**src/common/cas_pkg.sv**
```systemverilog
// Shared constants and types for the CPU ALU status datapath.
package cas_pkg;
  localparam int DATA_W = 16;
  localparam logic [1:0] REG_STATUS = 2'h0;
  localparam logic [1:0] REG_CONTROL = 2'h1;
  localparam logic [15:0] STATUS_RST = 16'h0000;
  localparam logic [15:0] CONTROL_RST = 16'h0000;
  localparam logic [15:0] STATUS_SW_MASK = 16'h010f;
  localparam int ST_CARRY = 0;
  localparam int ST_ZERO = 1;
  localparam int ST_WRAP = 2;
  localparam int ST_NEG = 3;
  localparam int ST_LOOP = 4;
  localparam int ST_PRIO_LSB = 5;
  localparam int ST_HALF = 8;
  localparam int CT_PSV = 2;
  localparam int CT_TOP = 3;
  localparam logic [2:0] PRIO_ALL = 3'h7;
  localparam logic [4:0] DIV_CYCLES = 5'h13;
  localparam logic [4:0] DIV_BITS = 5'h10;
  localparam logic [22:0] PC_STEP = 23'h000002;

  typedef enum logic [3:0] {
    OP_ADD = 4'h0,
    OP_ADDC = 4'h1,
    OP_SUB = 4'h2,
    OP_SUBB = 4'h3,
    OP_AND = 4'h4,
    OP_IOR = 4'h5,
    OP_XOR = 4'h6,
    OP_ASR = 4'h7,
    OP_LSR = 4'h8,
    OP_SL = 4'h9,
    OP_MUL = 4'ha
  } cas_op_t;

  typedef enum logic [1:0] {
    AS_PC = 2'h0,
    AS_TABLE = 2'h1,
    AS_WINDOW = 2'h2
  } cas_asel_t;

  typedef enum logic {
    DV_IDLE = 1'b0,
    DV_RUN = 1'b1
  } cas_div_st_t;
endpackage

```
**src/logic/cas_datapath.sv**
```systemverilog
// CPU ALU datapath with status and control registers, multiplier and divider.
//
// The implementer's own choices: strobed register access and the register offsets.
`timescale 1ns/10ps
module cas_datapath (
  input wire logic i_sys_clk, // Core clock, 10 MHz
  input wire logic i_reset, // Synchronous reset, active high
  input wire logic i_clk_en, // Freezes all state when low
  input wire logic [1:0] i_reg_addr, // Register index
  input wire logic [15:0] i_reg_wdata, // Register write data
  input wire logic i_reg_wr, // Register write strobe
  input wire logic i_reg_rd, // Register read strobe
  output logic [15:0] o_reg_rdata, // Read data, one cycle later
  input wire logic i_op_valid, // ALU operation strobe
  input wire cas_pkg::cas_op_t i_op_code, // ALU operation
  input wire logic i_op_byte, // Byte size when high
  input wire logic i_mul_a_signed, // Operand a is signed
  input wire logic i_mul_b_signed, // Operand b is signed
  input wire logic [15:0] i_op_a, // Operand a
  input wire logic [15:0] i_op_b, // Operand b or shift count
  output logic [15:0] o_result, // ALU result
  output logic [31:0] o_product, // Multiplier product
  output logic o_result_valid, // Result pulse
  input wire logic i_loop_active, // Repeat loop running
  input wire logic i_nesting_disable, // Nesting disable control
  input wire logic i_prio_load, // Interrupt logic loads priority
  input wire logic [3:0] i_prio_value, // Priority value to load
  input wire logic i_prio_top_set, // Raise the top priority bit
  output logic [15:0] o_status, // Status register
  output logic [15:0] o_control, // Control register
  output logic [3:0] o_cpu_priority, // Current CPU priority
  output logic o_user_irq_block, // User interrupts blocked
  output logic o_prog_window_enable, // Program space window on
  input wire logic i_div_start, // Start a divide
  input wire logic i_div_signed, // Signed divide
  input wire logic i_div_long, // 32-bit dividend
  input wire logic i_div_suspend, // Pause the divide
  input wire logic [15:0] i_div_hi, // Dividend high word
  input wire logic [15:0] i_div_lo, // Dividend low word
  input wire logic [15:0] i_divisor, // Divisor
  output logic [15:0] o_work_reg_zero, // Quotient
  output logic [15:0] o_work_reg_one, // Remainder
  output logic o_div_busy, // Divide running
  output logic o_div_done, // Divide done pulse
  input wire logic i_pc_load, // Load program counter
  input wire logic i_pc_step, // Step program counter
  input wire logic [22:0] i_pc_value, // New program counter
  input wire cas_pkg::cas_asel_t i_addr_sel, // Address source
  input wire logic [7:0] i_table_page, // Table page register
  input wire logic [15:0] i_table_offset, // Table offset
  input wire logic [7:0] i_window_page, // Window page
  input wire logic [15:0] i_data_ea, // Data effective address
  output logic [23:0] o_prog_addr, // Program space address
  output logic o_window_hit, // Data access mapped to program
  output logic o_config_space // Address in configuration half
);
  import cas_pkg::*;

  typedef struct packed {
    logic [15:0] status;
    logic [15:0] control;
    logic [15:0] rdata;
    logic [15:0] result;
    logic [31:0] product;
    logic res_valid;
    logic irq_block;
    cas_div_st_t div_st;
    logic [4:0] div_cnt;
    logic [15:0] div_rem;
    logic [15:0] div_quo;
    logic [15:0] div_dsr;
    logic div_neg_q;
    logic div_neg_r;
    logic [15:0] quot;
    logic [15:0] rem;
    logic div_done;
    logic [22:0] pc;
    logic [23:0] paddr;
    logic win_hit;
    logic cfg;
  } cas_state_t;

  cas_state_t r_ff;
  cas_state_t nxt_r;

  logic is_sub;
  logic cin;
  logic [15:0] b_eff;
  logic [8:0] lo_sum;
  logic [4:0] nib_sum;
  logic [16:0] wd_sum;
  logic [15:0] ext_a;
  logic [15:0] alu_res;
  logic [15:0] sh_res;
  logic msb_a;
  logic msb_b;
  logic msb_r;
  logic [16:0] mul_a;
  logic [16:0] mul_b;
  logic [33:0] mul_p;
  logic [31:0] dd;
  logic [31:0] dd_abs;
  logic [15:0] ds_abs;
  logic [16:0] div_sh;
  logic div_ge;

  always_comb begin
    is_sub = (i_op_code == OP_SUB) || (i_op_code == OP_SUBB);
    unique case (i_op_code)
      OP_SUB: cin = 1'b1;
      OP_ADDC, OP_SUBB: cin = r_ff.status[ST_CARRY];
      default: cin = 1'b0;
    endcase
    // Adding the inverted operand plus one leaves carry high on no borrow.
    b_eff = is_sub ? ~i_op_b : i_op_b;
    lo_sum = {1'b0, i_op_a[7:0]} + {1'b0, b_eff[7:0]} + {8'h00, cin};
    nib_sum = {1'b0, i_op_a[3:0]} + {1'b0, b_eff[3:0]} + {4'h0, cin};
    wd_sum = {1'b0, i_op_a} + {1'b0, b_eff} + {16'h0000, cin};
    ext_a = i_op_byte ? {{8{i_op_a[7]}}, i_op_a[7:0]} : i_op_a;
    unique case (i_op_code)
      OP_ASR: sh_res = 16'($signed(ext_a) >>> i_op_b[3:0]);
      OP_LSR: sh_res = (i_op_byte ? {8'h00, i_op_a[7:0]} : i_op_a) >> i_op_b[3:0];
      default: sh_res = i_op_a << i_op_b[3:0];
    endcase
    unique case (i_op_code)
      OP_AND: alu_res = i_op_a & i_op_b;
      OP_IOR: alu_res = i_op_a | i_op_b;
      OP_XOR: alu_res = i_op_a ^ i_op_b;
      OP_ASR, OP_LSR, OP_SL: alu_res = sh_res;
      default: alu_res = i_op_byte ? {8'h00, lo_sum[7:0]} : wd_sum[15:0];
    endcase
    if (i_op_byte) begin
      alu_res = {i_op_a[15:8], alu_res[7:0]};
    end
    msb_a = i_op_byte ? i_op_a[7] : i_op_a[15];
    msb_b = i_op_byte ? b_eff[7] : b_eff[15];
    msb_r = i_op_byte ? alu_res[7] : alu_res[15];
    // One 17x17 signed multiplier serves every sign mix; the upper byte is
    // masked for 8x8 and the sequencer zero-extends a 5-bit literal.
    mul_a = {i_mul_a_signed & i_op_a[15], i_op_a};
    mul_b = {i_mul_b_signed & i_op_b[15], i_op_b};
    if (i_op_byte) begin
      mul_a = {9'h000, i_op_a[7:0]};
      mul_b = {9'h000, i_op_b[7:0]};
    end
    mul_p = 34'($signed(mul_a) * $signed(mul_b));
    dd = i_div_long ? {i_div_hi, i_div_lo} :
      {{16{i_div_signed & i_div_lo[15]}}, i_div_lo};
    dd_abs = (i_div_signed && dd[31]) ? 32'(-dd) : dd;
    ds_abs = (i_div_signed && i_divisor[15]) ? 16'(-i_divisor) : i_divisor;
    div_sh = {r_ff.div_rem, r_ff.div_quo[15]};
    div_ge = div_sh >= {1'b0, r_ff.div_dsr};
  end

  always_comb begin
    nxt_r = r_ff;
    nxt_r.res_valid = 1'b0;
    nxt_r.div_done = 1'b0;
    // Software writes come first so that hardware events override them.
    if (i_reg_wr && i_reg_addr == REG_STATUS) begin
      nxt_r.status = (r_ff.status & ~STATUS_SW_MASK) | (i_reg_wdata & STATUS_SW_MASK);
      if (!i_nesting_disable) begin
        nxt_r.status[7:5] = i_reg_wdata[7:5];
      end
    end
    if (i_reg_wr && i_reg_addr == REG_CONTROL) begin
      nxt_r.control[CT_PSV] = i_reg_wdata[CT_PSV];
      if (!i_reg_wdata[CT_TOP]) begin
        nxt_r.control[CT_TOP] = 1'b0;
      end
    end
    if (i_prio_load) begin
      nxt_r.status[7:5] = i_prio_value[2:0];
      nxt_r.control[CT_TOP] = i_prio_value[3];
    end
    if (i_prio_top_set) begin
      nxt_r.control[CT_TOP] = 1'b1;
    end
    nxt_r.status[ST_LOOP] = i_loop_active;
    nxt_r.status[15:9] = 7'h00;
    nxt_r.control[15:4] = 12'h000;
    nxt_r.control[1:0] = 2'h0;
    // Flags outside an operation's set keep their value.
    if (i_op_valid) begin
      nxt_r.res_valid = 1'b1;
      nxt_r.result = alu_res;
      unique case (i_op_code)
        OP_ADD, OP_ADDC, OP_SUB, OP_SUBB: begin
          nxt_r.status[ST_CARRY] = i_op_byte ? lo_sum[8] : wd_sum[16];
          nxt_r.status[ST_HALF] = i_op_byte ? nib_sum[4] : lo_sum[8];
          nxt_r.status[ST_WRAP] = (msb_a == msb_b) && (msb_r != msb_a);
        end
        OP_ASR, OP_LSR: begin
          nxt_r.status[ST_CARRY] = (i_op_b[3:0] == 4'h1) ? i_op_a[0] : r_ff.status[ST_CARRY];
        end
        OP_SL: begin
          nxt_r.status[ST_CARRY] = (i_op_b[3:0] == 4'h1) ? msb_a : r_ff.status[ST_CARRY];
        end
        OP_MUL: begin
          nxt_r.product = mul_p[31:0];
          nxt_r.result = mul_p[15:0];
        end
        default: begin
        end
      endcase
      if (i_op_code != OP_MUL) begin
        nxt_r.status[ST_NEG] = msb_r;
        // Carry-chained forms only clear zero so multiword tests work.
        if (i_op_code == OP_ADDC || i_op_code == OP_SUBB) begin
          if ((i_op_byte ? alu_res[7:0] : alu_res) != 16'h0000) begin
            nxt_r.status[ST_ZERO] = 1'b0;
          end
        end else begin
          nxt_r.status[ST_ZERO] = (i_op_byte ? alu_res[7:0] : alu_res) == 16'h0000;
        end
      end
    end
    nxt_r.irq_block = nxt_r.control[CT_TOP] || (nxt_r.status[7:5] == PRIO_ALL);
    nxt_r.rdata = 16'h0000;
    if (i_reg_rd) begin
      unique case (i_reg_addr)
        REG_STATUS: nxt_r.rdata = r_ff.status;
        REG_CONTROL: nxt_r.rdata = r_ff.control;
        default: nxt_r.rdata = 16'h0000;
      endcase
    end
    // Suspending holds the divide state so an interrupt can run in between.
    unique case (r_ff.div_st)
      DV_IDLE: begin
        if (i_div_start) begin
          nxt_r.div_st = DV_RUN;
          nxt_r.div_cnt = 5'h00;
          nxt_r.div_rem = dd_abs[31:16];
          nxt_r.div_quo = dd_abs[15:0];
          nxt_r.div_dsr = ds_abs;
          nxt_r.div_neg_q = i_div_signed && (dd[31] ^ i_divisor[15]);
          nxt_r.div_neg_r = i_div_signed && dd[31];
        end
      end
      DV_RUN: begin
        if (!i_div_suspend) begin
          nxt_r.div_cnt = r_ff.div_cnt + 5'h01;
          if (r_ff.div_cnt < DIV_BITS) begin
            nxt_r.div_rem = div_ge ? 16'(div_sh - {1'b0, r_ff.div_dsr}) : div_sh[15:0];
            nxt_r.div_quo = {r_ff.div_quo[14:0], div_ge};
          end else if (r_ff.div_cnt == DIV_BITS) begin
            nxt_r.div_quo = r_ff.div_neg_q ? 16'(-r_ff.div_quo) : r_ff.div_quo;
            nxt_r.div_rem = r_ff.div_neg_r ? 16'(-r_ff.div_rem) : r_ff.div_rem;
          end
          if (r_ff.div_cnt == DIV_CYCLES - 5'h01) begin
            nxt_r.div_st = DV_IDLE;
            nxt_r.div_done = 1'b1;
            nxt_r.quot = r_ff.div_quo;
            nxt_r.rem = r_ff.div_rem;
          end
        end
      end
    endcase
    if (i_pc_load) begin
      nxt_r.pc = i_pc_value;
    end else if (i_pc_step) begin
      nxt_r.pc = r_ff.pc + PC_STEP;
    end
    nxt_r.win_hit = 1'b0;
    nxt_r.cfg = 1'b0;
    unique case (i_addr_sel)
      AS_TABLE: begin
        // Only a paged table access may reach the configuration half.
        nxt_r.paddr = {i_table_page, i_table_offset};
        nxt_r.cfg = i_table_page[7];
      end
      AS_WINDOW: begin
        nxt_r.win_hit = r_ff.control[CT_PSV] && i_data_ea[15];
        nxt_r.paddr = nxt_r.win_hit ? {1'b0, i_window_page, i_data_ea[14:0]} : 24'h000000;
      end
      default: nxt_r.paddr = {1'b0, r_ff.pc};
    endcase
  end

  always_ff @(posedge i_sys_clk) begin
    if (i_reset) begin
      r_ff <= '0;
      r_ff.status <= STATUS_RST;
      r_ff.control <= CONTROL_RST;
    end else if (i_clk_en) begin
      r_ff <= nxt_r;
    end
  end

  assign o_reg_rdata = r_ff.rdata;
  assign o_result = r_ff.result;
  assign o_product = r_ff.product;
  assign o_result_valid = r_ff.res_valid;
  assign o_status = r_ff.status;
  assign o_control = r_ff.control;
  assign o_cpu_priority = {r_ff.control[CT_TOP], r_ff.status[7:5]};
  assign o_user_irq_block = r_ff.irq_block;
  assign o_prog_window_enable = r_ff.control[CT_PSV];
  assign o_work_reg_zero = r_ff.quot;
  assign o_work_reg_one = r_ff.rem;
  assign o_div_busy = r_ff.div_st == DV_RUN;
  assign o_div_done = r_ff.div_done;
  assign o_prog_addr = r_ff.paddr;
  assign o_window_hit = r_ff.win_hit;
  assign o_config_space = r_ff.cfg;

  // Counts active cycles of a divide independently of the divider counter.
  logic [5:0] chk_div_cnt;
  always_ff @(posedge i_sys_clk) begin
    if (i_reset) begin
      chk_div_cnt <= 6'h00;
    end else if (i_clk_en) begin
      if (i_div_start && !o_div_busy) begin
        chk_div_cnt <= 6'h00;
      end else if (o_div_busy && !i_div_suspend) begin
        chk_div_cnt <= chk_div_cnt + 6'h01;
      end
    end
  end
endmodule

```
**config.mk**
```make
export PLATFORM = sky130hd
export DESIGN_NAME = cas_datapath
export DESIGN_NICKNAME = d
export VERILOG_FILES = /design/src/common/cas_pkg.sv /design/src/logic/cas_datapath.sv
export SDC_FILE = /design/constraint.sdc
export NUM_CORES = 2
export LEC_CHECK = 0
export BUFFER_PORTS_ARGS = -buffer_cell sky130_fd_sc_hd__buf_2
export CAP_MARGIN = 25
export CORE_MARGIN = 2
export CORE_UTILIZATION = 61
export CTS_BUF_LIST = sky130_fd_sc_hd__clkbuf_16
export DETAILED_ROUTE_END_ITERATION = 7
export HOLD_SLACK_MARGIN = 0.15
export PLACE_DENSITY = 0.82
export SYNTH_ARGS = -nofsm -noshare
export SYNTH_HDL_FRONTEND = slang
export SYNTH_SLANG_ARGS = --single-unit
```
**constraint.sdc**
```tcl
create_clock -name i_sys_clk -period 8.2 [get_ports i_sys_clk]
set_clock_uncertainty 0.1 [all_clocks]
set_input_delay 0.41 -clock i_sys_clk [delete_from_list [all_inputs] [get_ports i_sys_clk]]
set_output_delay 0.41 -clock i_sys_clk [all_outputs]
set_load 0.01 [all_outputs]
```
==> results list <==
- Worst setup path class: in -> reg
- Total count of hold-check failures in the final report: 0
- Global-route met2 utilization: 0.572
* Routed Wire Length: 83800 µm
- Required time at the worst-slack endpoint: 8.55 ns
- At the later pin of the worst-skew pair, clock insertion delay measures 0.53 ns.
- The die covers 46400 µm².
- Once the clock tree was built, the resizer swapped 0 gates to a different size.
- Setup violations remaining at the end of the flow were counted as 0.
- Combined buffer and inverter count along the critical path: 4
- The detailed router finished its first iteration with 2658 violations.
- Of the available clock period, the critical path in the final layout requires 0.846.
* Largest cells by area after synthesis: sky130_fd_sc_hd__fa_1, sky130_fd_sc_hd__dfxtp_1, sky130_fd_sc_hd__ha_1, sky130_fd_sc_hd__nand2_1, sky130_fd_sc_hd__inv_1
- Starting density of the core: 0.617
* Number of enable flip-flop cells after synthesis: 0
- After detailed routing, the average wire length per cell comes to 20.2 µm.
* Number of standard-cell rows in the floorplan: 77
* Signed area change from the synthesized netlist to the final layout: 7.24%
- The biggest area contributor in the post-synthesis netlist is sky130_fd_sc_hd__fa_1.
- The startpoint identified for the worst register-to-register timing path is o_status[0].
- The via count of the first global-routing pass came to 24819.
- Cell leakage power: 13.5 nW
* Summed area of non-filler cells in the final layout: 29300 µm²
- For this run the aggregate overflow at the end of global routing stands at 0.
- Once layout is complete, the utilization of the core stands at 0.662.
- Headroom to the max-slew limit came out at 0.327.
- For met1 alone, demand over resource in global routing was 0.456.
* Total number of vias: 25762
* Detail-routed via count per cell: 6.22
- In the global route stage, overall resource usage came out at 0.356.
* Clock input transition at the sequential cells of the worst setup and hold paths: 0.08 ns
* Antenna-violating nets left: 0
* Port-buffer cells: 324
- Peak Freq: 144 MHz
- Largest net degree at the start of global routing: 90
* Met3 Usage GRT: 0.0684
* Kind of path behind the tightest hold check: in -> reg
- Measured along the x axis, the die boundary spans 215 µm.
- Startpoint class of the critical path: primary input
- The clock passes through at most 3 buffers.
- Count of boundary I/O pins: 361
* Asr flop ratio synth: 0
* CTS tree: done
- Nets: 4173
- In this run the cell area measured after placement is 28300 µm².
- In this run the most critical hold path is launched from i_pc_value[19].
- At the end of routability-driven placement, the weighted congestion stood at 1.03.
- RSZ-0062 raised after global routing: no
* Max-Cap Viols: 0
- Status: completed
* Setup ws final: 1.26 ns
- Cells traversed along the worst timing path: buf_4, nor2b_1, nand2_1, fa_1, inv_1, fa_1, fa_1, fa_1, fa_1, inv_1, fa_1, inv_1, ha_1, a21o_1, a211oi_1, o21ai_0, a221o_1, nor4b_2, o31ai_1, a2111oi_0, a31oi_1, o21ai_0
- Count of unique library cells instantiated by Yosys: 90
- The tightest hold path in the finished design has a slack of 0.165 ns.
- Gate count of the mapped netlist: 3426
- CP arrival: 7.29 ns
- Netlist Area Pre-Place: 27300 µm²
- DRT Pass-1 Iters: 6
- met2 is the most crowded layer.
- STA classifies the critical path endpoint as a register.
- CTS H-tree depth: 1
* TritonCTS Buffers: 23
- Cell with the biggest individual delay on the critical path: sky130_fd_sc_hd__nor2b_1
- Highest-count cells in the layout ignoring fill and taps: sky130_fd_sc_hd__nand2_1, sky130_fd_sc_hd__inv_1, sky130_fd_sc_hd__buf_2
* Register bit count reported by yosys: 208
- Most numerous cell on the critical path: sky130_fd_sc_hd__fa_1
- Leaving out fill and tap cells, the most frequent cell in the layout is sky130_fd_sc_hd__nand2_1.
- Half-perimeter wire length of the detailed placement result: 64500 µm
- The root buffer cell chosen for the clock tree is sky130_fd_sc_hd__clkbuf_16.
- For the pin with the worst max-slew slack, the measured transition is 1.01 ns.
- Cell area power density: 213 nW/µm²
- Layout cell share with drive strength beyond 1: 0.144
* Dominant synthesized flop cell: sky130_fd_sc_hd__dfxtp_1
* Drc violations: 0
- The number of antenna violations at the first check in global routing was 1.
- Placement-stage worst setup slack: 0.840 ns
* Share of the yosys chip area belonging to registers: 0.153
* CTS Sinks: 208
- Max FO, Critical Path: 34
* Stage delay of the slowest cell on the critical path: 0.78 ns
* Yosys synthesis warning count: 0
* Dominant delay contributor by cell family on the critical path: adder cells
- Minimum clock period after layout: 6.94 ns
- Of the post-synthesis cell area, the dominant cell type holds 0.209.
- Synthesized area per cell: 7.96 µm²
- Total negative slack: 0 ns
* Area of the core region: 44200 µm²
- Worst setup path start: i_op_byte
- Die Y-Extent: 215 µm
- The first global-routing pass estimated 133000 µm of wire.
- Across the VDD grid, the largest voltage drop is 0.261 mV.
* Number of max-slew violations in the final report: 0
-- state kept, by name (all words and copies together), names as in the netlist --
name and flops:
o_user_irq_block 1, o_config_space 1, o_work_reg_zero 16, o_prog_addr 24, o_div_done 1, o_control 2
o_reg_rdata 9, r_ff 61, o_window_hit 1, o_div_busy 1, o_status 9, o_result 16
o_product 32, div_sh 17, o_result_valid 1, o_work_reg_one 16
-- cells in the mapped netlist (all sizes together), types with 39 or more instances --
cell type and n:
a21oi 219, a22oi 48, buf 206, clkbuf 156, dfxtp 208, fa 285, ha 156, inv 395
mux2i 73, nand2 420, nand3 51, nor2 274, nor3 112, o21ai 163, o22ai 39, xnor2 82
xor2 48
-- layer usage --
layer  vias to the layer above  share of wire
li1                      11581              -
met2                      1522           0.45
met3                       342          0.098
met5                         -              0
met4                         0          0.064
met1                     12317           0.38
-- layout make-up --
class / count / area [µm²]
multi-input cells: 2475 / 19700
fillers: 3726 / 15000
flip-flops and latches: 208 / 4160
repair buffers: 418 / 2400
inverters: 408 / 1530
well taps: 592 / 741
clock buffers: 23 / 576
clock inverters: 19 / 181
diodes: 1 / 2.50
-- kinds of logic (layout without fill, tap and decap cells) --
| logic type | count (synthesis) | in the layout | share of synthesized area |
|---|---|---|---|
| AO/OA/AOI/OAI | 721 | 721 | 0.168 |
| adder cells (fa/ha/maj) | 441 | 441 | 0.281 |
| other | 1 | 29 | 0.000137 |
| AND/OR/NAND/NOR | 1040 | 1040 | 0.172 |
| flip-flops | 208 | 208 | 0.153 |
| multiplexers | 115 | 115 | 0.0544 |
| buffers and inverters | 770 | 868 | 0.130 |
| XOR/XNOR | 130 | 130 | 0.0417 |
-- stage by stage --
stage	std cells	total power [mW]
2_1_floorplan	3453	4.14
3_3_place_gp	4081	5.02
3_5_place_dp	4081	5.10
4_1_cts	4142	6.19
5_1_grt	4144	6.77
6_report	4144	6.25
-- worst min-delay path, stage by stage --
cell,delay (ns)
sky130_fd_sc_hd__buf_2,0.10
sky130_fd_sc_hd__mux2i_1,0.13
sky130_fd_sc_hd__a211oi_1,0.08
-- final timing paths --
path,depth (start not counted),slack [ns],end
worst min-delay path,3,0.17,r_ff[45]
worst max register to register,13,3.85,o_status[1]
worst max-delay path,22,1.26,o_product[31]
worst min register to register,2,0.35,o_work_reg_zero[3]
-- where the power goes --
part           switching, mW  leakage [nW]  total (mW)  internal, mW
registers             0.0545          1.69        1.11          1.06
clock network          0.455         0.385        1.07         0.611
logic                   2.40          11.4        4.07          1.66
-- what timing repair did --
item,in CTS,in global routing
hold endpoints to repair,20,0
setup buffers,0,0
hold buffers,19,0
(Power assumes the default switching activity.)
